File: src/pkg/srx_pkg.sv
// Shared constants and types for the subtract, rotate, swap, xor and sleep datapath
package srx_pkg;
    // Byte offsets on the APB
    localparam logic [11:0] SRX_EXEC_OFS   = 12'h000;
    localparam logic [11:0] SRX_ACC_OFS    = 12'h004;
    localparam logic [11:0] SRX_STATUS_OFS = 12'h008;
    localparam logic [11:0] SRX_WDOG_OFS   = 12'h00c;
    localparam logic [11:0] SRX_FILE_BASE  = 12'h200;
    localparam logic [2:0]  SRX_FILE_SEL   = 3'h1;

    // Command word fields
    localparam int SRX_EXEC_OP_LSB  = 0;
    localparam int SRX_EXEC_DEST    = 3;
    localparam int SRX_EXEC_IDX_LSB = 4;
    localparam int SRX_EXEC_LIT_LSB = 16;

    // Status word fields
    localparam int SRX_ST_C     = 0;
    localparam int SRX_ST_DC    = 1;
    localparam int SRX_ST_Z     = 2;
    localparam int SRX_ST_PD    = 3;
    localparam int SRX_ST_TO    = 4;
    localparam int SRX_ST_SLEEP = 5;

    // Watchdog word fields
    localparam int SRX_WD_CNT_LSB = 0;
    localparam int SRX_WD_PRE_LSB = 8;

    // Reset values
    localparam logic [7:0] SRX_ACC_RST  = 8'h00;
    localparam logic       SRX_FLAG_RST = 1'b0;
    localparam logic       SRX_PD_RST   = 1'b1;
    localparam logic       SRX_TO_RST   = 1'b1;
    localparam logic [7:0] SRX_WDOG_CLR = 8'h00;

    // Operation codes
    localparam logic [2:0] SRX_OP_NONE     = 3'h0;
    localparam logic [2:0] SRX_OP_LIT_SUB  = 3'h1;
    localparam logic [2:0] SRX_OP_FILE_SUB = 3'h2;
    localparam logic [2:0] SRX_OP_ROT_R    = 3'h3;
    localparam logic [2:0] SRX_OP_SWAP     = 3'h4;
    localparam logic [2:0] SRX_OP_XOR_LIT  = 3'h5;
    localparam logic [2:0] SRX_OP_XOR_FILE = 3'h6;
    localparam logic [2:0] SRX_OP_SLEEP    = 3'h7;

    typedef enum logic {SRX_RUN, SRX_ASLEEP} srx_state_type;
endpackage

File: src/design/srx_alu.sv
// Combinational result and flag logic for the datapath operations
`timescale 1ns/1ps
module srx_alu
    import srx_pkg::*;
(
    // Operation
    input  wire logic [2:0] op,
    // Operands
    input  wire logic [7:0] acc,
    input  wire logic [7:0] fval,
    input  wire logic [7:0] lit,
    input  wire logic       carry_in,
    // Result and flags
    output logic      [7:0] res,
    output logic            c_out,
    output logic            dc_out,
    output logic            upd_c,
    output logic            upd_dc,
    output logic            upd_z
);
    logic [7:0] sub_a;
    logic [8:0] full_sum;
    logic [4:0] nib_sum;

    // Subtraction as a + ~w + 1, so carry out means no borrow
    assign sub_a    = (op == SRX_OP_LIT_SUB) ? lit : fval;
    assign full_sum = {1'b0, sub_a} + {1'b0, ~acc} + 9'h001;
    assign nib_sum  = {1'b0, sub_a[3:0]} + {1'b0, ~acc[3:0]} + 5'h01;

    always_comb
    begin
        res    = acc;
        c_out  = carry_in;
        dc_out = 1'b0;
        upd_c  = 1'b0;
        upd_dc = 1'b0;
        upd_z  = 1'b0;
        case (op)
            SRX_OP_LIT_SUB, SRX_OP_FILE_SUB:
            begin
                res    = full_sum[7:0];
                c_out  = full_sum[8];
                dc_out = nib_sum[4];
                upd_c  = 1'b1;
                upd_dc = 1'b1;
                upd_z  = 1'b1;
            end
            SRX_OP_ROT_R:
            begin
                res   = {carry_in, fval[7:1]};
                c_out = fval[0];
                upd_c = 1'b1;
            end
            SRX_OP_SWAP: res = {fval[3:0], fval[7:4]};
            SRX_OP_XOR_LIT:
            begin
                res   = acc ^ lit;
                upd_z = 1'b1;
            end
            SRX_OP_XOR_FILE:
            begin
                res   = acc ^ fval;
                upd_z = 1'b1;
            end
            default: res = acc;
        endcase
    end
endmodule

File: src/design/srx_exec.sv
// Datapath for subtract, rotate, swap, xor and sleep, with its APB register slave
//
// Behaviour
// - Literal minus accumulator computes k minus W, writes W and updates carry, nibble carry and zero.
// - Rotate right shifts the register right, old carry into bit 7, old bit 0 into carry, no other flag.
// - Rotate right writes the accumulator when the target bit is 0 and the file register when 1.
// - File minus accumulator subtracts W from file register 0 to 127 and updates carry, nibble carry, zero.
// - File minus accumulator stores to the accumulator when the target bit is 0, else to the file register.
// - Sleep clears the watchdog counter and its prescaler to zero.
// - Sleep clears the active-low power-down bit, sets the active-low expiry bit and the sleep bit, and leaves carry, nibble carry and zero alone.
// - After sleep the block halts its oscillator and executes nothing more until woken.
// - Nibble exchange swaps bits 3:0 and 7:4 and leaves every flag alone.
// - Nibble exchange writes the accumulator when the target bit is 0 and the file register when 1.
// - Accumulator xor literal writes the accumulator and updates only the zero flag.
// - Accumulator xor file updates only zero and goes to the accumulator on 0, else to the register.
`timescale 1ns/1ps
module srx_exec
    import srx_pkg::*;
(
    // Clock and reset
    input  wire logic        pclk,
    input  wire logic        presetn,
    // APB slave
    input  wire logic        psel,
    input  wire logic        penable,
    input  wire logic        pwrite,
    input  wire logic [11:0] paddr,
    input  wire logic [31:0] pwdata,
    output logic      [31:0] prdata,
    output logic             pready,
    output logic             pslverr,
    // Wake and clock control
    input  wire logic        wake_pin,
    output logic             osc_run
);
    srx_state_type state_q;
    srx_state_type state_d;
    logic [7:0]  acc_q;
    logic        carry_q;
    logic        dc_q;
    logic        zero_q;
    logic        pd_q;
    logic        to_q;
    logic [7:0]  wdog_q;
    logic [7:0]  presc_q;
    logic [31:0] prdata_q;
    logic [31:0] last_cmd_q;
    logic        wake_s1_q;
    logic        wake_s2_q;

    // Bus decode
    logic        setup_rd;
    logic        acc_wr;
    logic        sel_exec;
    logic        sel_acc;
    logic        sel_status;
    logic        sel_wdog;
    logic        sel_file;
    logic        addr_hit;
    logic        asleep;
    logic [2:0]  cmd_op;
    logic        cmd_dest;
    logic [6:0]  cmd_idx;
    logic [7:0]  cmd_lit;
    logic        op_ok;
    logic        exec_go;
    logic        is_lit_op;
    logic        to_file;
    logic [7:0]  fval;
    logic [7:0]  apb_fval;
    logic [7:0]  alu_res;
    logic        alu_c;
    logic        alu_dc;
    logic        upd_c;
    logic        upd_dc;
    logic        upd_z;
    logic        rf_we;
    logic [6:0]  rf_waddr;
    logic [7:0]  rf_wdata;
    logic [31:0] status_word;
    logic [31:0] rd_mux;

    assign setup_rd   = psel & ~penable & ~pwrite;
    assign acc_wr     = psel & penable & pwrite;
    assign sel_exec   = paddr == SRX_EXEC_OFS;
    assign sel_acc    = paddr == SRX_ACC_OFS;
    assign sel_status = paddr == SRX_STATUS_OFS;
    assign sel_wdog   = paddr == SRX_WDOG_OFS;
    assign sel_file   = (paddr[11:9] == SRX_FILE_SEL) & (paddr[1:0] == 2'h0);
    assign addr_hit   = sel_exec | sel_acc | sel_status | sel_wdog | sel_file;
    assign asleep     = state_q == SRX_ASLEEP;

    assign cmd_op    = pwdata[SRX_EXEC_OP_LSB +: 3];
    assign cmd_dest  = pwdata[SRX_EXEC_DEST];
    assign cmd_idx   = pwdata[SRX_EXEC_IDX_LSB +: 7];
    assign cmd_lit   = pwdata[SRX_EXEC_LIT_LSB +: 8];
    assign op_ok     = cmd_op != SRX_OP_NONE;
    assign exec_go   = acc_wr & sel_exec & op_ok & ~asleep;
    assign is_lit_op = (cmd_op == SRX_OP_LIT_SUB) | (cmd_op == SRX_OP_XOR_LIT);

    assign to_file   = cmd_dest & ~is_lit_op & (cmd_op != SRX_OP_SLEEP);

    // Zero-wait access; a refused command or unmapped address answers with an error
    assign pready  = 1'b1;
    assign pslverr = psel & penable & (~addr_hit | (pwrite & sel_exec & (~op_ok | asleep)));
    assign prdata  = prdata_q;
    assign osc_run = ~asleep;

    // Exec write wins the port; both cannot occur in one access
    assign rf_we    = (exec_go & to_file) | (acc_wr & sel_file);
    assign rf_waddr = exec_go ? cmd_idx : paddr[8:2];
    assign rf_wdata = exec_go ? alu_res : pwdata[7:0];

    srx_regfile u_regfile
    (
        .clk     (pclk),
        .we      (rf_we),
        .waddr   (rf_waddr),
        .wdata   (rf_wdata),
        .raddr_a (cmd_idx),
        .rdata_a (fval),
        .raddr_b (paddr[8:2]),
        .rdata_b (apb_fval)
    );

    srx_alu u_alu
    (
        .op       (cmd_op),
        .acc      (acc_q),
        .fval     (fval),
        .lit      (cmd_lit),
        .carry_in (carry_q),
        .res      (alu_res),
        .c_out    (alu_c),
        .dc_out   (alu_dc),
        .upd_c    (upd_c),
        .upd_dc   (upd_dc),
        .upd_z    (upd_z)
    );

    assign status_word = {26'h0, asleep, to_q, pd_q, zero_q, dc_q, carry_q};
    assign rd_mux = sel_exec   ? last_cmd_q :
                    sel_acc    ? {24'h0, acc_q} :
                    sel_status ? status_word :
                    sel_wdog   ? {16'h0, presc_q, wdog_q} :
                    sel_file   ? {24'h0, apb_fval} : 32'h0;

    // Read data is captured in the setup cycle so prdata comes from a flop
    always_ff @(posedge pclk or negedge presetn)
    begin
        if (!presetn)
        begin
            prdata_q   <= 32'h0;
            last_cmd_q <= 32'h0;
        end
        else
        begin
            if (setup_rd)
                prdata_q <= rd_mux;
            if (exec_go)
                last_cmd_q <= pwdata;
        end
    end

    always_ff @(posedge pclk or negedge presetn)
    begin
        if (!presetn)
            acc_q <= SRX_ACC_RST;
        else if (exec_go & ~to_file & (cmd_op != SRX_OP_SLEEP))
            acc_q <= alu_res;
        else if (acc_wr & sel_acc)
            acc_q <= pwdata[7:0];
    end

    always_ff @(posedge pclk or negedge presetn)
    begin
        if (!presetn)
        begin
            carry_q <= SRX_FLAG_RST;
            dc_q    <= SRX_FLAG_RST;
            zero_q  <= SRX_FLAG_RST;
        end
        else if (exec_go)
        begin
            if (upd_c)
                carry_q <= alu_c;
            if (upd_dc)
                dc_q <= alu_dc;
            if (upd_z)
                zero_q <= alu_res == 8'h00;
        end
        else if (acc_wr & sel_status)
        begin
            carry_q <= pwdata[SRX_ST_C];
            dc_q    <= pwdata[SRX_ST_DC];
            zero_q  <= pwdata[SRX_ST_Z];
        end
    end

    always_ff @(posedge pclk or negedge presetn)
    begin
        if (!presetn)
        begin
            pd_q <= SRX_PD_RST;
            to_q <= SRX_TO_RST;
        end
        else if (exec_go & (cmd_op == SRX_OP_SLEEP))
        begin
            pd_q <= 1'b0;
            to_q <= 1'b1;
        end
    end

    // watchdog and prescaler clear; the timeout itself lies outside this block
    always_ff @(posedge pclk or negedge presetn)
    begin
        if (!presetn)
        begin
            presc_q <= SRX_WDOG_CLR;
            wdog_q  <= SRX_WDOG_CLR;
        end
        else if (exec_go & (cmd_op == SRX_OP_SLEEP))
        begin
            presc_q <= SRX_WDOG_CLR;
            wdog_q  <= SRX_WDOG_CLR;
        end
        else
        begin
            presc_q <= presc_q + 8'h01;
            if (presc_q == 8'hff)
                wdog_q <= wdog_q + 8'h01;
        end
    end

    // Wake pin is asynchronous
    always_ff @(posedge pclk or negedge presetn)
    begin
        if (!presetn)
        begin
            wake_s1_q <= 1'b0;
            wake_s2_q <= 1'b0;
        end
        else
        begin
            wake_s1_q <= wake_pin;
            wake_s2_q <= wake_s1_q;
        end
    end

    always_comb
    begin
        state_d = state_q;
        case (state_q)
            SRX_RUN:
                if (exec_go & (cmd_op == SRX_OP_SLEEP))
                    state_d = SRX_ASLEEP;
            SRX_ASLEEP:
                if (wake_s2_q)
                    state_d = SRX_RUN;
            default: state_d = SRX_RUN;
        endcase
    end

    always_ff @(posedge pclk or negedge presetn)
    begin
        if (!presetn)
            state_q <= SRX_RUN;
        else
            state_q <= state_d;
    end

    // Operand snapshot read only by the checks below
    logic [7:0] chk_acc_q;
    logic [7:0] chk_f_q;
    logic [7:0] chk_lit_q;
    logic       chk_c_q;
    logic       chk_dc_q;
    logic       chk_z_q;

    always_ff @(posedge pclk or negedge presetn)
    begin
        if (!presetn)
        begin
            chk_acc_q <= 8'h00;
            chk_f_q   <= 8'h00;
            chk_lit_q <= 8'h00;
            chk_c_q   <= 1'b0;
            chk_dc_q  <= 1'b0;
            chk_z_q   <= 1'b0;
        end
        else if (exec_go)
        begin
            chk_acc_q <= acc_q;
            chk_f_q   <= fval;
            chk_lit_q <= cmd_lit;
            chk_c_q   <= carry_q;
            chk_dc_q  <= dc_q;
            chk_z_q   <= zero_q;
        end
    end
endmodule

File: src/design/srx_regfile.sv
// 128-entry by 8-bit file register store, one write port and two read ports
`timescale 1ns/1ps
module srx_regfile
(
    // Clock
    input  wire logic       clk,
    // Write port
    input  wire logic       we,
    input  wire logic [6:0] waddr,
    input  wire logic [7:0] wdata,
    // Read ports
    input  wire logic [6:0] raddr_a,
    output logic      [7:0] rdata_a,
    input  wire logic [6:0] raddr_b,
    output logic      [7:0] rdata_b
);
    logic [7:0] mem [0:127];

    // Contents are data, not control, so no reset is spent on them
    always_ff @(posedge clk)
    begin
        if (we)
        begin
            mem[waddr] <= wdata;
        end
    end

    assign rdata_a = mem[raddr_a];
    assign rdata_b = mem[raddr_b];
endmodule

File: config.mk
export PLATFORM = sky130hd
export DESIGN_NAME = srx_exec
export DESIGN_NICKNAME = d
export VERILOG_FILES = /design/src/pkg/srx_pkg.sv /design/src/design/srx_alu.sv /design/src/design/srx_exec.sv /design/src/design/srx_regfile.sv
export SDC_FILE = /design/constraint.sdc
export NUM_CORES = 2
export LEC_CHECK = 0
export BUFFER_PORTS_ARGS = -buffer_cell sky130_fd_sc_hd__buf_2
export CORE_ASPECT_RATIO = 2
export CORE_UTILIZATION = 35
export CTS_CLUSTER_DIAMETER = 40
export DETAILED_ROUTE_END_ITERATION = 6
export GPL_TIMING_DRIVEN = 0
export PLACE_DENSITY = 0.5
export RECOVER_POWER = 50
export SYNTH_ARGS = -nofsm -noshare
export SYNTH_HDL_FRONTEND = slang
export SYNTH_SLANG_ARGS = --single-unit
File: constraint.sdc
create_clock -name pclk -period 10.5 [get_ports pclk]
set_input_delay 1.05 -clock pclk [delete_from_list [all_inputs] [get_ports pclk]]
set_output_delay 1.05 -clock pclk [all_outputs]
set_load 0.02 [all_outputs]
==> run_results.csv <==
group,metric,value,unit
timing,fmax,0.0953,GHz
global_route,grt_pass1_vias,37300,
power_and_ir_drop,p_total,10.5,mW
routing,drc,7,
timing,finalHoldViolCount,0,
timing,max-slew-margin-rel,-145,%
placement,placedCellCount,5414,
power_and_ir_drop,seqPwrFrac,46.5,%
global_route,grt_max_degree,129,
cells_and_area,fin_area,61300,µm²
routing,met3WireLength,27300,µm
hold_path,min_path_type,"input pin to flip-flop",
cells_and_area,area_delta_synth_final,14.1,%
routing,drtIter0Drc,5644,
clock_tree,clkSlewWorstSetupHoldPaths,70,ps
global_route,grt_overflow_total,0,
logic_synthesis,async_flop_share,8.49,%
floorplan,initial_core_util,35.2,%
power_and_ir_drop,internal_power,7.58,mW
outcome,violations,"design-rule violations, max-capacitance violations, max-slew violations",
logic_synthesis,netlist.area_leader.share,57.2,%
power_and_ir_drop,p_comb_share,12.2,%
clock_tree,cts_tree,"built",
logic_synthesis,synth_ff_type,"edfxtp_1",
routing,routed_wl,297000,µm
timing,timing.setup.tns,0,ps
power_and_ir_drop,power.net_switching,2.90,mW
clock_tree,cts_buffers,115,
logic_synthesis,syn_area,53800,µm²
logic_synthesis,yosys_warnings,0,
logic_synthesis,synth_area_per_cell,16.5,µm²
clock_tree,clk_latency,790,ps
setup_path,end_kind,"flip-flop",
cells_and_area,fin_nets,3550,
clock_tree,post_cts_buffers,0,
global_route,grt_pass1_wl,379000,µm
routing,avgViaCountPerCell,6.76,
floorplan,core,153000,µm²
setup_path,cp.arrival,10920,ps
setup_path,crit_required,10930,ps
logic_synthesis,synth_top_area_cell,"edfxtp_1",
timing,rsz0062_at_grt,"false",
clock_tree,cts-root-buf,"clkbuf_16",
power_and_ir_drop,powerDensity,171,nW/µm²
setup_path,crit_fanout,128,
timing,max_slew.worst_pin.slew,3680,ps
cells_and_area,final_cells,5659,
clock_tree,ctsHoldBuffers,0,
timing,holdWs,374,ps
clock_tree,cts_max_level,3,
setup_path,start_kind,"input pin",
routing,wl_per_cell,52.6,µm
routing,drt-pass1-iter-count,7,
clock_tree,cts_sinks,1119,
floorplan,num_rows,203,
cells_and_area,nFillCells,13900,
logic_synthesis,synth_edf_count,1024,
setup_path,crit_type,"input pin to flip-flop",
logic_synthesis,yosysUniqueCellTypes,79,
power_and_ir_drop,p_leak,20.2,nW
timing,setup_viol,0,
logic_synthesis,ys_top_cells_by_count,"1024 x edfxtp_1, 454 x mux4_2, 276 x mux2i_1",
routing,vias,38200,
timing,min_period,10490,ps
floorplan,die_h,556,µm
routing,wl_met2,142000,µm
logic_synthesis,ys_seq_area_share,61.6,%
clock_tree,ctsResizeCount,0,
routing,drtAntennaViolNets,0,
floorplan,dieArea,155000,µm²
logic_synthesis,netlist_top_cells_area,"edfxtp_1 57%, mux4_2 19%, mux2i_1 5.1%, dfrtp_1 4.4%, nor2_1 1.6%",
timing,fin_crit_sh,99.9,%
power_and_ir_drop,clock_power_share,41.3,%
placement,hpwl,213000,µm
outcome,status,"complete, but fails checks",
power_and_ir_drop,irDropWorstVdd,0.127,mV
placement,port_buffers,71,
logic_synthesis,syn_inst,3260,
timing,report.final.slew_viol_count,340,
global_route,antenna_found_initial,29,
routing,highest_layer,"met5",
power_and_ir_drop,switching_share,27.7,%
routing,met1_length,86500,µm
global_route,gr-usage-all-layers,38.5,%
placement,dpl-instance-area,57500,µm²
floorplan,boundaryPins,85,
cells_and_area,layout-drive-gt1-share,24.3,%
floorplan,die_w,279,µm
placement,gp_congestion,1.09,
logic_synthesis,yosys.cell_count.top_type,"edfxtp_1",
flow_run,cap_viol_max_count,29,
logic_synthesis,synth_fp_nets,3326,
timing,clock_skew,34.1,ps
clock_tree,clockBufferDepth,3,
logic_synthesis,ys_ff_latch,1119,
## power groups by stage
stage	registers, mW	logic (mW)	clock network, mW
finish	4.87	1.28	4.33
CTS	4.87	1.20	4.30
detailed placement	4.97	1.20	0
global placement	5.01	1.17	0
global route	4.87	1.25	4.44
floorplan	4.99	0.544	0
## worst paths after layout
kind	from	cells past startpoint	endpoint	slack [ps]
max reg2reg	u_regfile.mem[20][0]	18	u_regfile.mem[101][6]	1930
min in group asynchronous	presetn	1	prdata[19]	720
min	wake_pin	1	wake_s1_q	370
max in group asynchronous	presetn	2	wdog_q[1]	5510
min reg2reg	wake_s1_q	0	wake_s2_q	380
max	pwdata[6]	20	u_regfile.mem[101][6]	9
## through the flow
stage | setup slack, ps | util (%)
after global routing | 384 | 40.1
after global placement | -11080 | 37.1
final | 9.32 | 40.2
after CTS | 979 | 40.2
after floorplan | 649 | -
after detailed placement | 235 | 37.7
## cells in the final DEF (no fill, tap or decap), types with 12 or more instances in the layout
master,count
clkbuf_2,44
nand2b_1,15
nor2_1,235
bufinv_16,12
o21ai_0,54
buf_4,23
a221oi_1,21
mux2i_1,275
nand3_1,81
ha_1,15
nor2b_1,21
nand2_1,227
buf_12,21
clkbuf_1,164
nand4_1,18
a31oi_1,21
inv_6,15
a22oi_1,87
clkinv_1,17
mux4_2,454
dfrtp_1,94
clkbuf_16,117
o22ai_1,38
a21oi_1,88
inv_1,17
nor3_1,22
mux2_2,21
clkinv_2,13
diode_2,29
edfxtp_1,1024
buf_2,91
## cell type report
cell class / count / area, µm² / area share (%)
antenna: 29 / 72.6 / 0.118
buffer: 243 / 1220 / 1.99
clock buffer: 139 / 3010 / 4.91
clock inverter: 74 / 790 / 1.29
inverter: 19 / 71.3 / 0.116
multi-input combinational: 1879 / 19500 / 31.8
sequential: 1119 / 33100 / 54.0
tap: 2050 / 2560 / 4.18
timing repair buffer: 107 / 982 / 1.60
## worst max-delay path: stages
cell and delay [ps]:
buf_2 270, buf_2 510, buf_2 550, clkbuf_1 1190, clkbuf_1 1460, nand2_1 170, a21oi_1 530, nor3b_1 130
a211oi_1 1010, mux2_2 380, mux2_2 170, ha_1 200, nand2_1 70, o21ai_0 270, xor2_1 390, a21oi_1 140
nand3_1 180, nor2_1 60, a311oi_1 1060, mux2_8 940
## registers in the layout, summed over array words and instances (netlist names)
signal,flops
acc_q,8
asleep,1
carry_q,1
dc_q,1
last_cmd_q,32
pd_q,1
prdata,32
presc_q,8
u_regfile.mem,1024
wake_s1_q,1
wake_s2_q,1
wdog_q,8
zero_q,1
## metal layers
metal,track usage (%),up-vias
met4,42.8,6
met3,10.4,1179
met1,37.2,20100
met5,0.0317,-
li1,-,13900
met2,62.9,3074
## cell families (layout without fill, tap and decap cells)
kind of cell | count (synthesis) | after routing | share of synthesized area, %
compound gates | 417 | 417 | 5.31
xor+xnor | 18 | 18 | 0.293
fa+ha+maj | 16 | 16 | 0.386
buf+inv | 262 | 582 | 2.27
flops | 1119 | 1119 | 61.6
mux | 753 | 753 | 24.6
other cells | 1 | 30 | 0.00697
simple gates | 674 | 674 | 5.50
(Power assumes the default switching activity.)
